[config.mk]
export PLATFORM = sky130hd
export DESIGN_NAME = sfr_top
export DESIGN_NICKNAME = d
export VERILOG_FILES = /design/src/sfr_pkg.sv /design/src/sfr_top.sv /design/src/sfr_serial_rx.sv
export VERILOG_INCLUDE_DIRS = /design/src
export SDC_FILE = /design/constraint.sdc
export NUM_CORES = 1
export LEC_CHECK = 0
export BUFFER_PORTS_ARGS = -buffer_cell sky130_fd_sc_hd__buf_2
export CAP_MARGIN = 20
export CORE_MARGIN = 3
export CORE_UTILIZATION = 58
export CTS_CLUSTER_DIAMETER = 60
export DETAILED_ROUTE_END_ITERATION = 8
export HOLD_SLACK_MARGIN = 0.12
export PLACE_DENSITY = 0.85
export SLEW_MARGIN = 20
export SYNTH_ARGS = -nofsm -noshare
export SYNTH_HDL_FRONTEND = slang
export SYNTH_SLANG_ARGS = --single-unit
[constraint.sdc]
create_clock -name ref_clk_i -period 6.8 [get_ports ref_clk_i]
set_clock_uncertainty 0.1 [all_clocks]
set_input_delay 0.68 -clock ref_clk_i [delete_from_list [all_inputs] [get_ports ref_clk_i]]
set_output_delay 0.68 -clock ref_clk_i [all_outputs]
set_load 0.03 [all_outputs]
[src/sfr_regs.svh]
// Serial word addresses, field positions and reset values of the synthesizer control words
`ifndef SFR_REGS_SVH
`define SFR_REGS_SVH

`define SFR_WORD_W 24
`define SFR_ADDR_MSB 3
`define SFR_ADDR_LSB 0
`define SFR_ADDR_DEN 4'hb
`define SFR_ADDR_FL 4'hd
`define SFR_ADDR_CTL 4'hf

`define SFR_DEN_HI_MSB 23
`define SFR_DEN_HI_LSB 14
`define SFR_DEN_HI_RST 10'h000

`define SFR_TOC_MSB 17
`define SFR_TOC_LSB 4
`define SFR_CPF_MSB 21
`define SFR_CPF_LSB 18
`define SFR_CSR_MSB 23
`define SFR_CSR_LSB 22
`define SFR_TOC_RST 14'h0000
`define SFR_CPF_RST 4'h0
`define SFR_CSR_RST 2'h0
`define SFR_TOC_MIN_TIMED 14'h0004
`define SFR_TOC_HIZ 14'h0000
`define SFR_TOC_MANUAL 14'h0001
`define SFR_TOC_LOW 14'h0002
`define SFR_TOC_HIGH 14'h0003

`define SFR_CTL_PRESCALE_BIT 13
`define SFR_CTL_AUX_RST_BIT 7
`define SFR_CTL_MAIN_RST_BIT 6
`define SFR_CTL_AUX_TRI_BIT 5
`define SFR_CTL_MAIN_TRI_BIT 4

`define SFR_PRESCALE_LAST 2'h3
`define SFR_CSR_OFF 2'h0
`define SFR_CSR_HALF 2'h1
`define SFR_CSR_QUARTER 2'h2
`define SFR_CSR_SHIFT_OFF 3'h0
`define SFR_CSR_SHIFT_HALF 3'h1
`define SFR_CSR_SHIFT_QUARTER 3'h2
`define SFR_CSR_SHIFT_SIXTEENTH 3'h4

`endif

[src/sfr_pkg.sv]
// Types shared by the synthesizer control-word logic
package sfr_pkg;
	typedef enum logic [2:0] {
		PIN_HIZ,
		PIN_MANUAL,
		PIN_LOW,
		PIN_HIGH,
		PIN_FASTLOCK
	} sfr_pin_mode_t;

	typedef enum logic {
		FL_IDLE,
		FL_ACTIVE
	} sfr_fl_state_t;
endpackage

[src/sfr_top.sv]
// Fastlock timing and denominator width of the main synthesizer loop; counter-reset control of main and auxiliary loops
`timescale 1ns/1ps
`include "sfr_regs.svh"
module sfr_top
	import sfr_pkg::*;
(
	// Clock and reset
	input wire logic ref_clk_i,
	input wire logic rst_i,
	// Serial programming pins
	input wire logic ser_clk_i,
	input wire logic ser_data_i,
	input wire logic ser_le_i,
	// Denominator inputs from neighbouring words
	input wire logic resolution_sel_i,
	input wire logic [11:0] den_low_i,
	// Loop events and power control
	input wire logic pd_cycle_i,
	input wire logic aux_pd_cycle_i,
	input wire logic fastlock_start_i,
	input wire logic sw_powerdown_i,
	input wire logic chip_enable_i,
	// Fractional denominator
	output logic [21:0] fractional_denominator_o,
	// Fastlock
	output logic fastlock_active_o,
	output logic force_fastlock_o,
	output logic fastlock_indicator_pin_o,
	output logic fastlock_indicator_pin_oe_o,
	output logic [4:0] fastlock_pump_current_o,
	output logic [2:0] cycle_slip_reduction_o,
	// Lock detect
	output logic main_ld_cycle_o,
	output logic aux_ld_cycle_o,
	// Counter resets and pump tri-state
	output logic main_counter_reset_o,
	output logic aux_counter_reset_o,
	output logic main_pump_tristate_o,
	output logic aux_pump_tristate_o
);
	logic [`SFR_WORD_W-1:0] word;
	logic word_valid;
	logic [3:0] word_addr;
	logic [9:0] den_hi_q;
	logic [13:0] fastlock_timeout_value_q;
	logic [3:0] pump_code_q;
	logic [1:0] slip_code_q;
	logic lock_detect_prescale_q;
	logic main_counter_reset_q;
	logic aux_counter_reset_q;
	logic main_tri_q;
	logic aux_tri_q;
	logic [1:0] ce_sync_q;
	logic powered_q;
	logic powerup_q;
	logic powered;
	logic timed_en;
	sfr_fl_state_t fl_state_q;
	logic [14:0] fl_cnt_q;
	sfr_pin_mode_t pin_mode;
	logic [1:0] pre_cnt_q;
	logic main_ld_q;
	logic aux_ld_q;

	sfr_serial_rx u_rx (
		.ref_clk_i(ref_clk_i),
		.rst_i(rst_i),
		.ser_clk_i(ser_clk_i),
		.ser_data_i(ser_data_i),
		.ser_le_i(ser_le_i),
		.word_o(word),
		.word_valid_o(word_valid)
	);
	assign word_addr = word[`SFR_ADDR_MSB:`SFR_ADDR_LSB];
	// Denominator upper bits
	always_ff @(posedge ref_clk_i or posedge rst_i) begin
		if (rst_i) begin
			den_hi_q <= `SFR_DEN_HI_RST;
		end else if (word_valid && word_addr == `SFR_ADDR_DEN) begin
			den_hi_q <= word[`SFR_DEN_HI_MSB:`SFR_DEN_HI_LSB];
		end
	end
	// Fastlock timing word
	always_ff @(posedge ref_clk_i or posedge rst_i) begin
		if (rst_i) begin
			fastlock_timeout_value_q <= `SFR_TOC_RST;
			pump_code_q <= `SFR_CPF_RST;
			slip_code_q <= `SFR_CSR_RST;
		end else if (word_valid && word_addr == `SFR_ADDR_FL) begin
			fastlock_timeout_value_q <= word[`SFR_TOC_MSB:`SFR_TOC_LSB];
			pump_code_q <= word[`SFR_CPF_MSB:`SFR_CPF_LSB];
			slip_code_q <= word[`SFR_CSR_MSB:`SFR_CSR_LSB];
		end
	end
	// Lock-detect and reset word
	always_ff @(posedge ref_clk_i or posedge rst_i) begin
		if (rst_i) begin
			lock_detect_prescale_q <= 1'b0;
			aux_counter_reset_q <= 1'b0;
			main_counter_reset_q <= 1'b0;
			aux_tri_q <= 1'b0;
			main_tri_q <= 1'b0;
		end else if (word_valid && word_addr == `SFR_ADDR_CTL) begin
			lock_detect_prescale_q <= word[`SFR_CTL_PRESCALE_BIT];
			aux_counter_reset_q <= word[`SFR_CTL_AUX_RST_BIT];
			main_counter_reset_q <= word[`SFR_CTL_MAIN_RST_BIT];
			aux_tri_q <= word[`SFR_CTL_AUX_TRI_BIT];
			main_tri_q <= word[`SFR_CTL_MAIN_TRI_BIT];
		end
	end
	// Denominator width select
	always_ff @(posedge ref_clk_i or posedge rst_i) begin
		if (rst_i) begin
			fractional_denominator_o <= '0;
		end else if (resolution_sel_i) begin
			fractional_denominator_o <= {den_hi_q, den_low_i};
		end else begin
			fractional_denominator_o <= {10'h000, den_low_i};
		end
	end
	// Chip-enable pin synchroniser and power-up detect
	always_ff @(posedge ref_clk_i or posedge rst_i) begin
		if (rst_i) begin
			ce_sync_q <= 2'h0;
			powered_q <= 1'b0;
			powerup_q <= 1'b0;
		end else begin
			ce_sync_q <= {ce_sync_q[0], chip_enable_i};
			powered_q <= powered;
			powerup_q <= powered & ~powered_q;
		end
	end
	assign powered = ce_sync_q[1] & ~sw_powerdown_i;
	assign timed_en = fastlock_timeout_value_q >= `SFR_TOC_MIN_TIMED;
	// Fastlock timer in comparison cycles
	always_ff @(posedge ref_clk_i or posedge rst_i) begin
		if (rst_i) begin
			fl_state_q <= FL_IDLE;
			fl_cnt_q <= 15'h0000;
		end else begin
			case (fl_state_q)
				FL_IDLE: begin
					if (fastlock_start_i && timed_en) begin
						fl_state_q <= FL_ACTIVE;
						fl_cnt_q <= {fastlock_timeout_value_q, 1'b0};
					end
				end
				FL_ACTIVE: begin
					if (!timed_en) begin
						fl_state_q <= FL_IDLE;
						fl_cnt_q <= 15'h0000;
					end else if (pd_cycle_i) begin
						fl_cnt_q <= fl_cnt_q - 15'h0001;
						if (fl_cnt_q == 15'h0001) begin
							fl_state_q <= FL_IDLE;
						end
					end
				end
				default: begin
					fl_state_q <= FL_IDLE;
					fl_cnt_q <= 15'h0000;
				end
			endcase
		end
	end
	// Pin function from time-out value
	always_comb begin
		case (fastlock_timeout_value_q)
			`SFR_TOC_HIZ: pin_mode = PIN_HIZ;
			`SFR_TOC_MANUAL: pin_mode = PIN_MANUAL;
			`SFR_TOC_LOW: pin_mode = PIN_LOW;
			`SFR_TOC_HIGH: pin_mode = PIN_HIGH;
			default: pin_mode = PIN_FASTLOCK;
		endcase
	end

	always_ff @(posedge ref_clk_i or posedge rst_i) begin
		if (rst_i) begin
			fastlock_indicator_pin_o <= 1'b0;
			fastlock_indicator_pin_oe_o <= 1'b0;
			force_fastlock_o <= 1'b0;
		end else begin
			force_fastlock_o <= pin_mode == PIN_MANUAL;
			fastlock_indicator_pin_oe_o <= pin_mode != PIN_HIZ;
			case (pin_mode)
				PIN_HIGH: fastlock_indicator_pin_o <= 1'b1;
				PIN_FASTLOCK: fastlock_indicator_pin_o <= fl_state_q == FL_ACTIVE;
				default: fastlock_indicator_pin_o <= 1'b0;
			endcase
		end
	end
	assign fastlock_active_o = fl_state_q == FL_ACTIVE;
	// Pump current and slip reduction
	always_ff @(posedge ref_clk_i or posedge rst_i) begin
		if (rst_i) begin
			fastlock_pump_current_o <= 5'h01;
			cycle_slip_reduction_o <= `SFR_CSR_SHIFT_OFF;
		end else begin
			fastlock_pump_current_o <= {1'b0, pump_code_q} + 5'h01;
			case (slip_code_q)
				`SFR_CSR_OFF: cycle_slip_reduction_o <= `SFR_CSR_SHIFT_OFF;
				`SFR_CSR_HALF: cycle_slip_reduction_o <= `SFR_CSR_SHIFT_HALF;
				`SFR_CSR_QUARTER: cycle_slip_reduction_o <= `SFR_CSR_SHIFT_QUARTER;
				default: cycle_slip_reduction_o <= `SFR_CSR_SHIFT_SIXTEENTH;
			endcase
		end
	end
	// Lock-detect prescaler, main loop only
	always_ff @(posedge ref_clk_i or posedge rst_i) begin
		if (rst_i) begin
			pre_cnt_q <= 2'h0;
			main_ld_q <= 1'b0;
			aux_ld_q <= 1'b0;
		end else begin
			aux_ld_q <= aux_pd_cycle_i;
			if (pd_cycle_i) begin
				pre_cnt_q <= pre_cnt_q + 2'h1;
			end
			main_ld_q <= pd_cycle_i && (!lock_detect_prescale_q || pre_cnt_q == `SFR_PRESCALE_LAST);
		end
	end
	assign main_ld_cycle_o = main_ld_q;
	assign aux_ld_cycle_o = aux_ld_q;
	// Counter resets and pump tri-state
	always_ff @(posedge ref_clk_i or posedge rst_i) begin
		if (rst_i) begin
			main_counter_reset_o <= 1'b1;
			aux_counter_reset_o <= 1'b1;
			main_pump_tristate_o <= 1'b1;
			aux_pump_tristate_o <= 1'b1;
		end else begin
			main_counter_reset_o <= main_counter_reset_q | powerup_q;
			aux_counter_reset_o <= aux_counter_reset_q | powerup_q;
			main_pump_tristate_o <= main_counter_reset_q | main_tri_q | powerup_q;
			aux_pump_tristate_o <= aux_counter_reset_q | aux_tri_q | powerup_q;
		end
	end
endmodule

[src/sfr_serial_rx.sv]
// Three-wire serial receiver: shifts in 24-bit words, presents each on the latch edge
`timescale 1ns/1ps
`include "sfr_regs.svh"
module sfr_serial_rx
	import sfr_pkg::*;
(
	// Clock and reset
	input wire logic ref_clk_i,
	input wire logic rst_i,
	// Serial pins
	input wire logic ser_clk_i,
	input wire logic ser_data_i,
	input wire logic ser_le_i,
	// Received word
	output logic [`SFR_WORD_W-1:0] word_o,
	output logic word_valid_o
);
	logic [2:0] clk_sync_q;
	logic [2:0] le_sync_q;
	logic [1:0] data_sync_q;
	logic [`SFR_WORD_W-1:0] shift_q;
	logic [`SFR_WORD_W-1:0] word_q;
	logic word_valid_q;
	logic clk_rise;
	logic le_rise;

	// Two-stage synchronisers; stage 2 and 3 used for edge detection
	always_ff @(posedge ref_clk_i or posedge rst_i) begin
		if (rst_i) begin
			clk_sync_q <= 3'h0;
			le_sync_q <= 3'h0;
			data_sync_q <= 2'h0;
		end else begin
			clk_sync_q <= {clk_sync_q[1:0], ser_clk_i};
			le_sync_q <= {le_sync_q[1:0], ser_le_i};
			data_sync_q <= {data_sync_q[0], ser_data_i};
		end
	end

	assign clk_rise = clk_sync_q[1] & ~clk_sync_q[2];
	assign le_rise = le_sync_q[1] & ~le_sync_q[2];

	// Most significant bit first
	always_ff @(posedge ref_clk_i or posedge rst_i) begin
		if (rst_i) begin
			shift_q <= '0;
		end else if (clk_rise) begin
			shift_q <= {shift_q[`SFR_WORD_W-2:0], data_sync_q[1]};
		end
	end

	always_ff @(posedge ref_clk_i or posedge rst_i) begin
		if (rst_i) begin
			word_q <= '0;
			word_valid_q <= 1'b0;
		end else begin
			word_valid_q <= le_rise;
			if (le_rise) begin
				word_q <= shift_q;
			end
		end
	end

	assign word_o = word_q;
	assign word_valid_o = word_valid_q;
endmodule

==> results of run 1 <==
==> metal layers <==
layer	global-route usage, %	routed length [um]
met4	8.77	145
met2	33.1	5460
met3	6.20	579
met5	0	0
met1	27.1	4670
==> repair_timing <==
action,4_1_cts,5_1_grt
setup buffers,0,0
hold endpoints to repair,0,1
resized for setup,0,0
hold buffers,0,1
==> report_power, final <==
group          internal, uW  total (uW)  switching, uW
clock network           572         941            369
registers              1080        1220            135
logic                   288         708            421
total                  1940        2870            925
==> cells in the final DEF, fill, tap and decap left out, types with 6 or more instances in the layout <==
cell type and count:
sky130_fd_sc_hd__inv_1 10, sky130_fd_sc_hd__o2bb2ai_1 6, sky130_fd_sc_hd__o21ai_1 6, sky130_fd_sc_hd__nand3_1 6, sky130_fd_sc_hd__nor2_1 8, sky130_fd_sc_hd__buf_2 62
sky130_fd_sc_hd__nor3_1 9, sky130_fd_sc_hd__clkbuf_16 16, sky130_fd_sc_hd__nor4_1 9, sky130_fd_sc_hd__mux2_2 83, sky130_fd_sc_hd__dfrtp_1 148, sky130_fd_sc_hd__and2_1 11
sky130_fd_sc_hd__nand2_1 9, sky130_fd_sc_hd__a22oi_1 7, sky130_fd_sc_hd__nor2b_1 7, sky130_fd_sc_hd__or3_1 6
==> flip-flops by register name, indices dropped and copies added (netlist names), 2 cells and up <==
name                      flops
cycle_slip_reduction_o        3
fastlock_pump_current_o       5
fastlock_timeout_value_q     14
u_rx.shift_q                 24
fractional_denominator_o     22
pre_cnt_q                     2
u_rx.clk_sync_q               3
ce_sync_q                     2
slip_code_q                   2
u_rx.data_sync_q              2
fl_cnt_q                     15
pump_code_q                   4
u_rx.word_o                  24
u_rx.le_sync_q                3
den_hi_q                     10
==> cell type report <==
type | count | area [um2]
clock buffers | 18 | 428
clock inverters | 14 | 169
flip-flops and latches | 153 | 3830
fillers | 642 | 2890
well taps | 133 | 166
inverters | 11 | 46.3
multi-input cells | 232 | 1990
repair buffers | 66 | 343
==> stage by stage <==
step	total power [uW]	cell area, um2	hold slack [ns]	std cells
5_1_grt	3010	6980	0.122	627
3_3_place_gp	1920	6370	0.232	594
4_1_cts	2880	6970	0.121	626
3_5_place_dp	1930	6370	0.241	594
6_report	2870	6980	0.150	627
2_1_floorplan	1740	5930	0.231	413
==> worst max path at each step <==
stage                                startpoint             endpoint  slack (ns)  depth (start not counted)
detailed placement            fastlock_active_o          fl_cnt_q[0]        4.46                          4
global placement    fastlock_timeout_value_q[2]          fl_cnt_q[0]        4.50                          4
floorplan                                 rst_i  aux_counter_reset_q        1.91                          1
global route                  fastlock_active_o          fl_cnt_q[0]        4.26                          4
CTS                           fastlock_active_o          fl_cnt_q[3]        4.45                          4
finish                        fastlock_active_o          fl_cnt_q[0]        4.41                          4
==> cell families after synthesis <==
| logic type | after synthesis | synth area share [%] |
|---|---|---|
| fa+ha+maj | 4 | 0.844 |
| simple gates | 94 | 9.89 |
| flops | 153 | 64.6 |
| xor+xnor | 5 | 0.738 |
| compound gates | 45 | 6.10 |
| mux | 84 | 15.9 |
| buf+inv | 28 | 1.86 |
==> impl_metrics.toml, run 1 <==
[status]
result_of_the_run = "finished, final reports clean"

[critical_path]
critPathKind = "reg2reg"
worstPathBufferInverterCount = 1
rrSetupSlack_ns = 4.41
critical-path-max-stage-delay_ns = 0.67
critical_path.max_fanout = 20
reg2reg_from = "fastlock_active_o"
worst_ep_required_time_ns = 7.12
critPathTopFamily = "compound AO/OA/AOI/OAI gates"
critical_path.cell_chain = "inv_1 > a41oi_2 > o21ai_2 > a21o_1"
timing.critical_path.from_type = "flip-flop"
timing.critical_path.to_type = "flip-flop"
crit_path_top_delay_cell = "sky130_fd_sc_hd__dfrtp_1"
worstRegToRegCells = 4
reg2reg_to = "fl_cnt_q[0]"
worstPathArrival_ns = 2.71

[routing]
drtIter0Drc = 230
aggregate_routed_wire_length_um = 10900
drcViolationCount = 0
drt-pass1-iter-count = 5
ant_nets = 0
vias_per_cell = 5.64
wl_per_cell_um = 17.3
num_vias = 3536

[floorplanning]
design.die.area_um2 = 11500
floorplan.die.width_um = 107
placementRows = 36
floorplan.die.height_um = 107
starting_density_of_the_core_pct = 60.1
design.core.area_um2 = 9860
pin_count = 63

[logic_synthesis]
syn_area_um2 = 5930
post_synth_num_cell_types = 56
synth-seq-area-share_pct = 64.6
synth.cells.most_frequent = "sky130_fd_sc_hd__dfrtp_1 (148), sky130_fd_sc_hd__mux2_2 (83), sky130_fd_sc_hd__and2_1 (11), sky130_fd_sc_hd__clkbuf_1 (11), sky130_fd_sc_hd__inv_1 (11)"
post_synth.cell_area_avg_um2 = 14.4
synth_most_common_cell = "sky130_fd_sc_hd__dfrtp_1"
postSynthCellCount = 413
synth_top_cell_area_share_pct = 62.4
synth_flop_cell = "sky130_fd_sc_hd__dfrtp_1"
synth-async-reset-ratio_pct = 100
total_of_flip_flops_plus_latches_after_synthesis = 153
synth_fp_nets = 440
post_synth_main_area_contributors = "sky130_fd_sc_hd__dfrtp_1 (62%), sky130_fd_sc_hd__mux2_2 (16%), sky130_fd_sc_hd__dfstp_2 (2.2%)"
netlist.top_cell.by_area = "sky130_fd_sc_hd__dfrtp_1"
synthesis.yosys.warnings = 0
synth-edff-count = 0

[placed_design]
dp_hpwl_um = 6900
portBuffers = 62
preCtsSetupSlack_ns = 4.46
gp_routability_congestion = 0.896

[final_layout]
area_growth_syn_to_layout_pct = 17.7
post_route_cells_drive_above_1_share_pct = 41.5
nets = 508
n_antenna_cell = 0
utilization_pct = 70.8

[cts]
cts-buffers-inserted = 17
clkSinkCount = 153
cts-root-to-sink-buffers = 2
clkLatencyLatePin_ns = 0.53
cts_htree_levels = 4
worst_setup_hold_path_clk_slew_ns = 0.06
cts_tree = "yes"
clock_tree.root_cell = "sky130_fd_sc_hd__clkbuf_8"

[timing]
setup-tns-final_ns = 0
final.min_clock_period_ns = 2.39
setup-violations-final = 0
min_period_over_period_pct = 35.1
finalWorstSetupSlack_ns = 4.41
setup_repair_after_global_routing_missed_its_margin = "no"
hold_viol = 0
maxSlewViolCount = 0
clock.fmax_mhz = 419
max_slew.worst_pin.slew_ns = 0.898
maxSlewHeadroom_pct = 39.8

[power]
pwr_density_cell_nw_per_um2 = 411
vdd_ir_drop_max_mv = 0.419
leakagePower_uw = 0.00344

[worst_hold_path]
min_from = "den_low_i[4]"
holdPathStages = 1
hold_path_end = "fractional_denominator_o[4]"
min_delay_path_class = "in2reg"

[grt]
global_route.overflow_total = 0
number_of_antenna_violations_at_the_first_check_in_global_routing = 0
grt_max_degree = 92
grtUsageTotal_pct = 20.9
number_of_global_route_vias_before_repair = 3574
global_route_wire_length_before_repair_um = 18300

[run]
max-cap-violations = 0
No activity file was read; power rests on OpenSTA's default activity.
==> run 2: changes to the inputs <==
ABC_AREA = 1   (was unset)
CORE_UTILIZATION = 52   (was 58)
PLACE_DENSITY = 0.81   (was 0.85)
clock period = 2.05 ns   (was 6.8 ns; I/O delays follow)
==> impl_metrics.toml, run 2 <==
[status]
result_of_the_run = "finished, final reports clean"

[grt]
grtUsageTotal_pct = 19.7
grt_max_degree = 41
number_of_antenna_violations_at_the_first_check_in_global_routing = 0
global_route.overflow_total = 0
global_route_wire_length_before_repair_um = 19700
number_of_global_route_vias_before_repair = 4246

[final_layout]
area_taken_by_multi_input_logic_gates_um2 = 1720
final_common_cell = "sky130_fd_sc_hd__nand2_1"
layout.area.seq_um2 = 3830
layout_common_cells = "sky130_fd_sc_hd__nand2_1 (169), sky130_fd_sc_hd__dfrtp_1 (148), sky130_fd_sc_hd__o21ai_0 (75), sky130_fd_sc_hd__inv_1 (73), sky130_fd_sc_hd__buf_2 (62)"
layout.filler_cells = 828
area_growth_syn_to_layout_pct = 23.2
nets = 731
final_cell_count_no_fill = 857
post_route_cells_drive_above_1_share_pct = 17.7
utilization_pct = 66.5
n_antenna_cell = 0

[logic_synthesis]
synth_most_common_cell = "sky130_fd_sc_hd__nand2_1"
post_synth_main_area_contributors = "sky130_fd_sc_hd__dfrtp_1 (62%), sky130_fd_sc_hd__nand2_1 (11%), sky130_fd_sc_hd__o21ai_0 (6.3%)"
synth_fp_nets = 639
synth-seq-area-share_pct = 64.7
synth.cells.most_frequent = "sky130_fd_sc_hd__nand2_1 (169), sky130_fd_sc_hd__dfrtp_1 (148), sky130_fd_sc_hd__o21ai_0 (75)"
post_synth_num_cell_types = 31
postSynthCellCount = 612
synth-edff-count = 0
netlist.top_cell.by_area = "sky130_fd_sc_hd__dfrtp_1"
synthesis.yosys.warnings = 0
synth_top_cell_area_share_pct = 62.5
syn_area_um2 = 5930
synth-async-reset-ratio_pct = 100
total_of_flip_flops_plus_latches_after_synthesis = 153
post_synth.cell_area_avg_um2 = 9.68
synth_flop_cell = "sky130_fd_sc_hd__dfrtp_1"

[timing]
maxSlewHeadroom_pct = 66.2
maxSlewViolCount = 0
max_slew.worst_pin.slew_ns = 0.506
hold_viol = 0
clock.fmax_mhz = 580
finalWorstSetupSlack_ns = 0.325
setup-tns-final_ns = 0
setup-violations-final = 0
final.min_clock_period_ns = 1.73
min_period_over_period_pct = 84.2
setup_repair_after_global_routing_missed_its_margin = "no"

[cts]
clock_tree.root_cell = "sky130_fd_sc_hd__clkbuf_16"
worst_setup_hold_path_clk_slew_ns = 0.06
clkLatencyLatePin_ns = 0.42
post_cts_buffers = 0
cts-root-to-sink-buffers = 2
clkSinkCount = 153
cts-buffers-inserted = 17
cts.repair.resized = 0
cts_tree = "yes"
post_cts_hold_buffer_count = 21
cts_htree_levels = 4

[critical_path]
critical_path.cell_chain = "inv_1 > a21oi_2 > nand3_1 > nand2_1 > nand2_1 > nand2_1"
worst_ep_required_time_ns = 2.30
timing.critical_path.to_type = "flip-flop"
critPathKind = "reg2reg"
reg2reg_from = "fastlock_active_o"
rrSetupSlack_ns = 0.32
worstPathBufferInverterCount = 1
worstRegToRegCells = 6
crit_path_top_delay_cell = "sky130_fd_sc_hd__dfrtp_1"
critical-path-max-stage-delay_ns = 0.53
crit_start = "fastlock_active_o"
reg2reg_to = "fl_cnt_q[13]"
critPathTopFamily = "flip-flops"
worstPathArrival_ns = 1.98
worst_path_most_repeated_cell = "sky130_fd_sc_hd__nand2_1"
critical_path.max_fanout = 12
timing.critical_path.from_type = "flip-flop"

[power]
pwr-share-comb_pct = 25.5
power_uw = 9790
vdd_ir_drop_max_mv = 0.876
power.share.switching_pct = 33.2
leakagePower_uw = 0.00382
power.share.sequential_pct = 40.5
clk_network_pwr_share_pct = 34.0
internal_power_uw = 6540
pwr_density_cell_nw_per_um2 = 1340
net-switching-power_uw = 3250

[placed_design]
placed_cells = 804
dp_hpwl_um = 7640
portBuffers = 62
preCtsSetupSlack_ns = 0.350
gp_routability_congestion = 0.846

[worst_hold_path]
min_from = "fastlock_start_i"
hold_path_end = "fastlock_active_o"
holdPathStages = 3
min_delay_path_class = "in2reg"

[floorplanning]
pin_count = 63
design.core.area_um2 = 11000
floorplan.die.width_um = 113
placementRows = 38
floorplan.die.height_um = 113
design.die.area_um2 = 12700
starting_density_of_the_core_pct = 54.0

[routing]
vias_per_cell = 4.96
wl_per_cell_um = 13.2
num_vias = 4255
drt-pass1-iter-count = 5
ant_nets = 0
drtIter0Drc = 393
aggregate_routed_wire_length_um = 11300
drcViolationCount = 0

[run]
max-cap-violations = 0
==> run 2: cell types whose count changed after synthesis, moves of 23 or more <==
cell and delta:
sky130_fd_sc_hd__nand2_1 +160, sky130_fd_sc_hd__mux2_2 -83, sky130_fd_sc_hd__o21ai_0 +72, sky130_fd_sc_hd__inv_1 +63, sky130_fd_sc_hd__nor2_1 +29, sky130_fd_sc_hd__nand3_1 +23
==> run 2: worst min-delay path, delay by kind of cell <==
family,cells,cell delay (ns)
AO/OA/AOI/OAI,1,0.11
buffers and inverters,1,0.12
AND/OR/NAND/NOR,1,0.20
==> run 2: worst max-delay path by stage <==
stage	slack (ns)	cells after the start	end
6_report	0.32	6	fl_cnt_q[13]
4_1_cts	0.34	6	fl_cnt_q[13]
5_1_grt	0.17	6	fl_cnt_q[13]
2_1_floorplan	-0.18	1	aux_counter_reset_q
3_3_place_gp	0.37	6	fl_cnt_q[11]
3_5_place_dp	0.35	4	fl_cnt_q[0]
==> run 2: per-layer routing <==
metal / track usage (%) / vias to the layer above / wire, um
met5: 0 / - / 0
met4: 6.09 / 0 / 111
met3: 6.20 / 8 / 579
met2: 32.3 / 94 / 5800
met1: 25.1 / 2054 / 4830
li1: - / 2099 / -
==> run 2: cell families after synthesis <==
group                    after synthesis  synth area share, %
AO/OA/AOI/OAI                         93                 8.04
flip-flops                           153                 64.7
adder cells (fa/ha/maj)                4                0.844
AND/OR/NAND/NOR                      258                 18.7
XOR/XNOR                              10                 1.48
buffers and inverters                 94                 6.27
==> run 2: area by class of cell <==
| class | count | area share, % |
|---|---|---|
| flip-flops and latches | 153 | 52.5 |
| multi-input cells | 365 | 23.6 |
| repair buffers | 93 | 8.84 |
| clock buffers | 19 | 6.20 |
| inverters | 74 | 3.85 |
| clock inverters | 13 | 2.60 |
| well taps | 140 | 2.40 |
==> run 2: power groups by stage <==
stage | Sequential (uW) | Combinational, uW | Clock [uW]
floorplan | 4150 | 1730 | 0
CTS | 3970 | 2510 | 3380
global route | 4040 | 2830 | 3510
global placement | 3980 | 2390 | 0
detailed placement | 4010 | 2460 | 0
finish | 3970 | 2500 | 3330
==> run 2: stage by stage <==
| step | cell area (um2) | hold WS [ns] |
|---|---|---|
| 2_1_floorplan | 5930 | 0.136 |
| 3_3_place_gp | 6450 | 0.160 |
| 3_5_place_dp | 6450 | 0.174 |
| 4_1_cts | 7300 | 0.165 |
| 5_1_grt | 7300 | 0.179 |
| 6_report | 7300 | 0.181 |
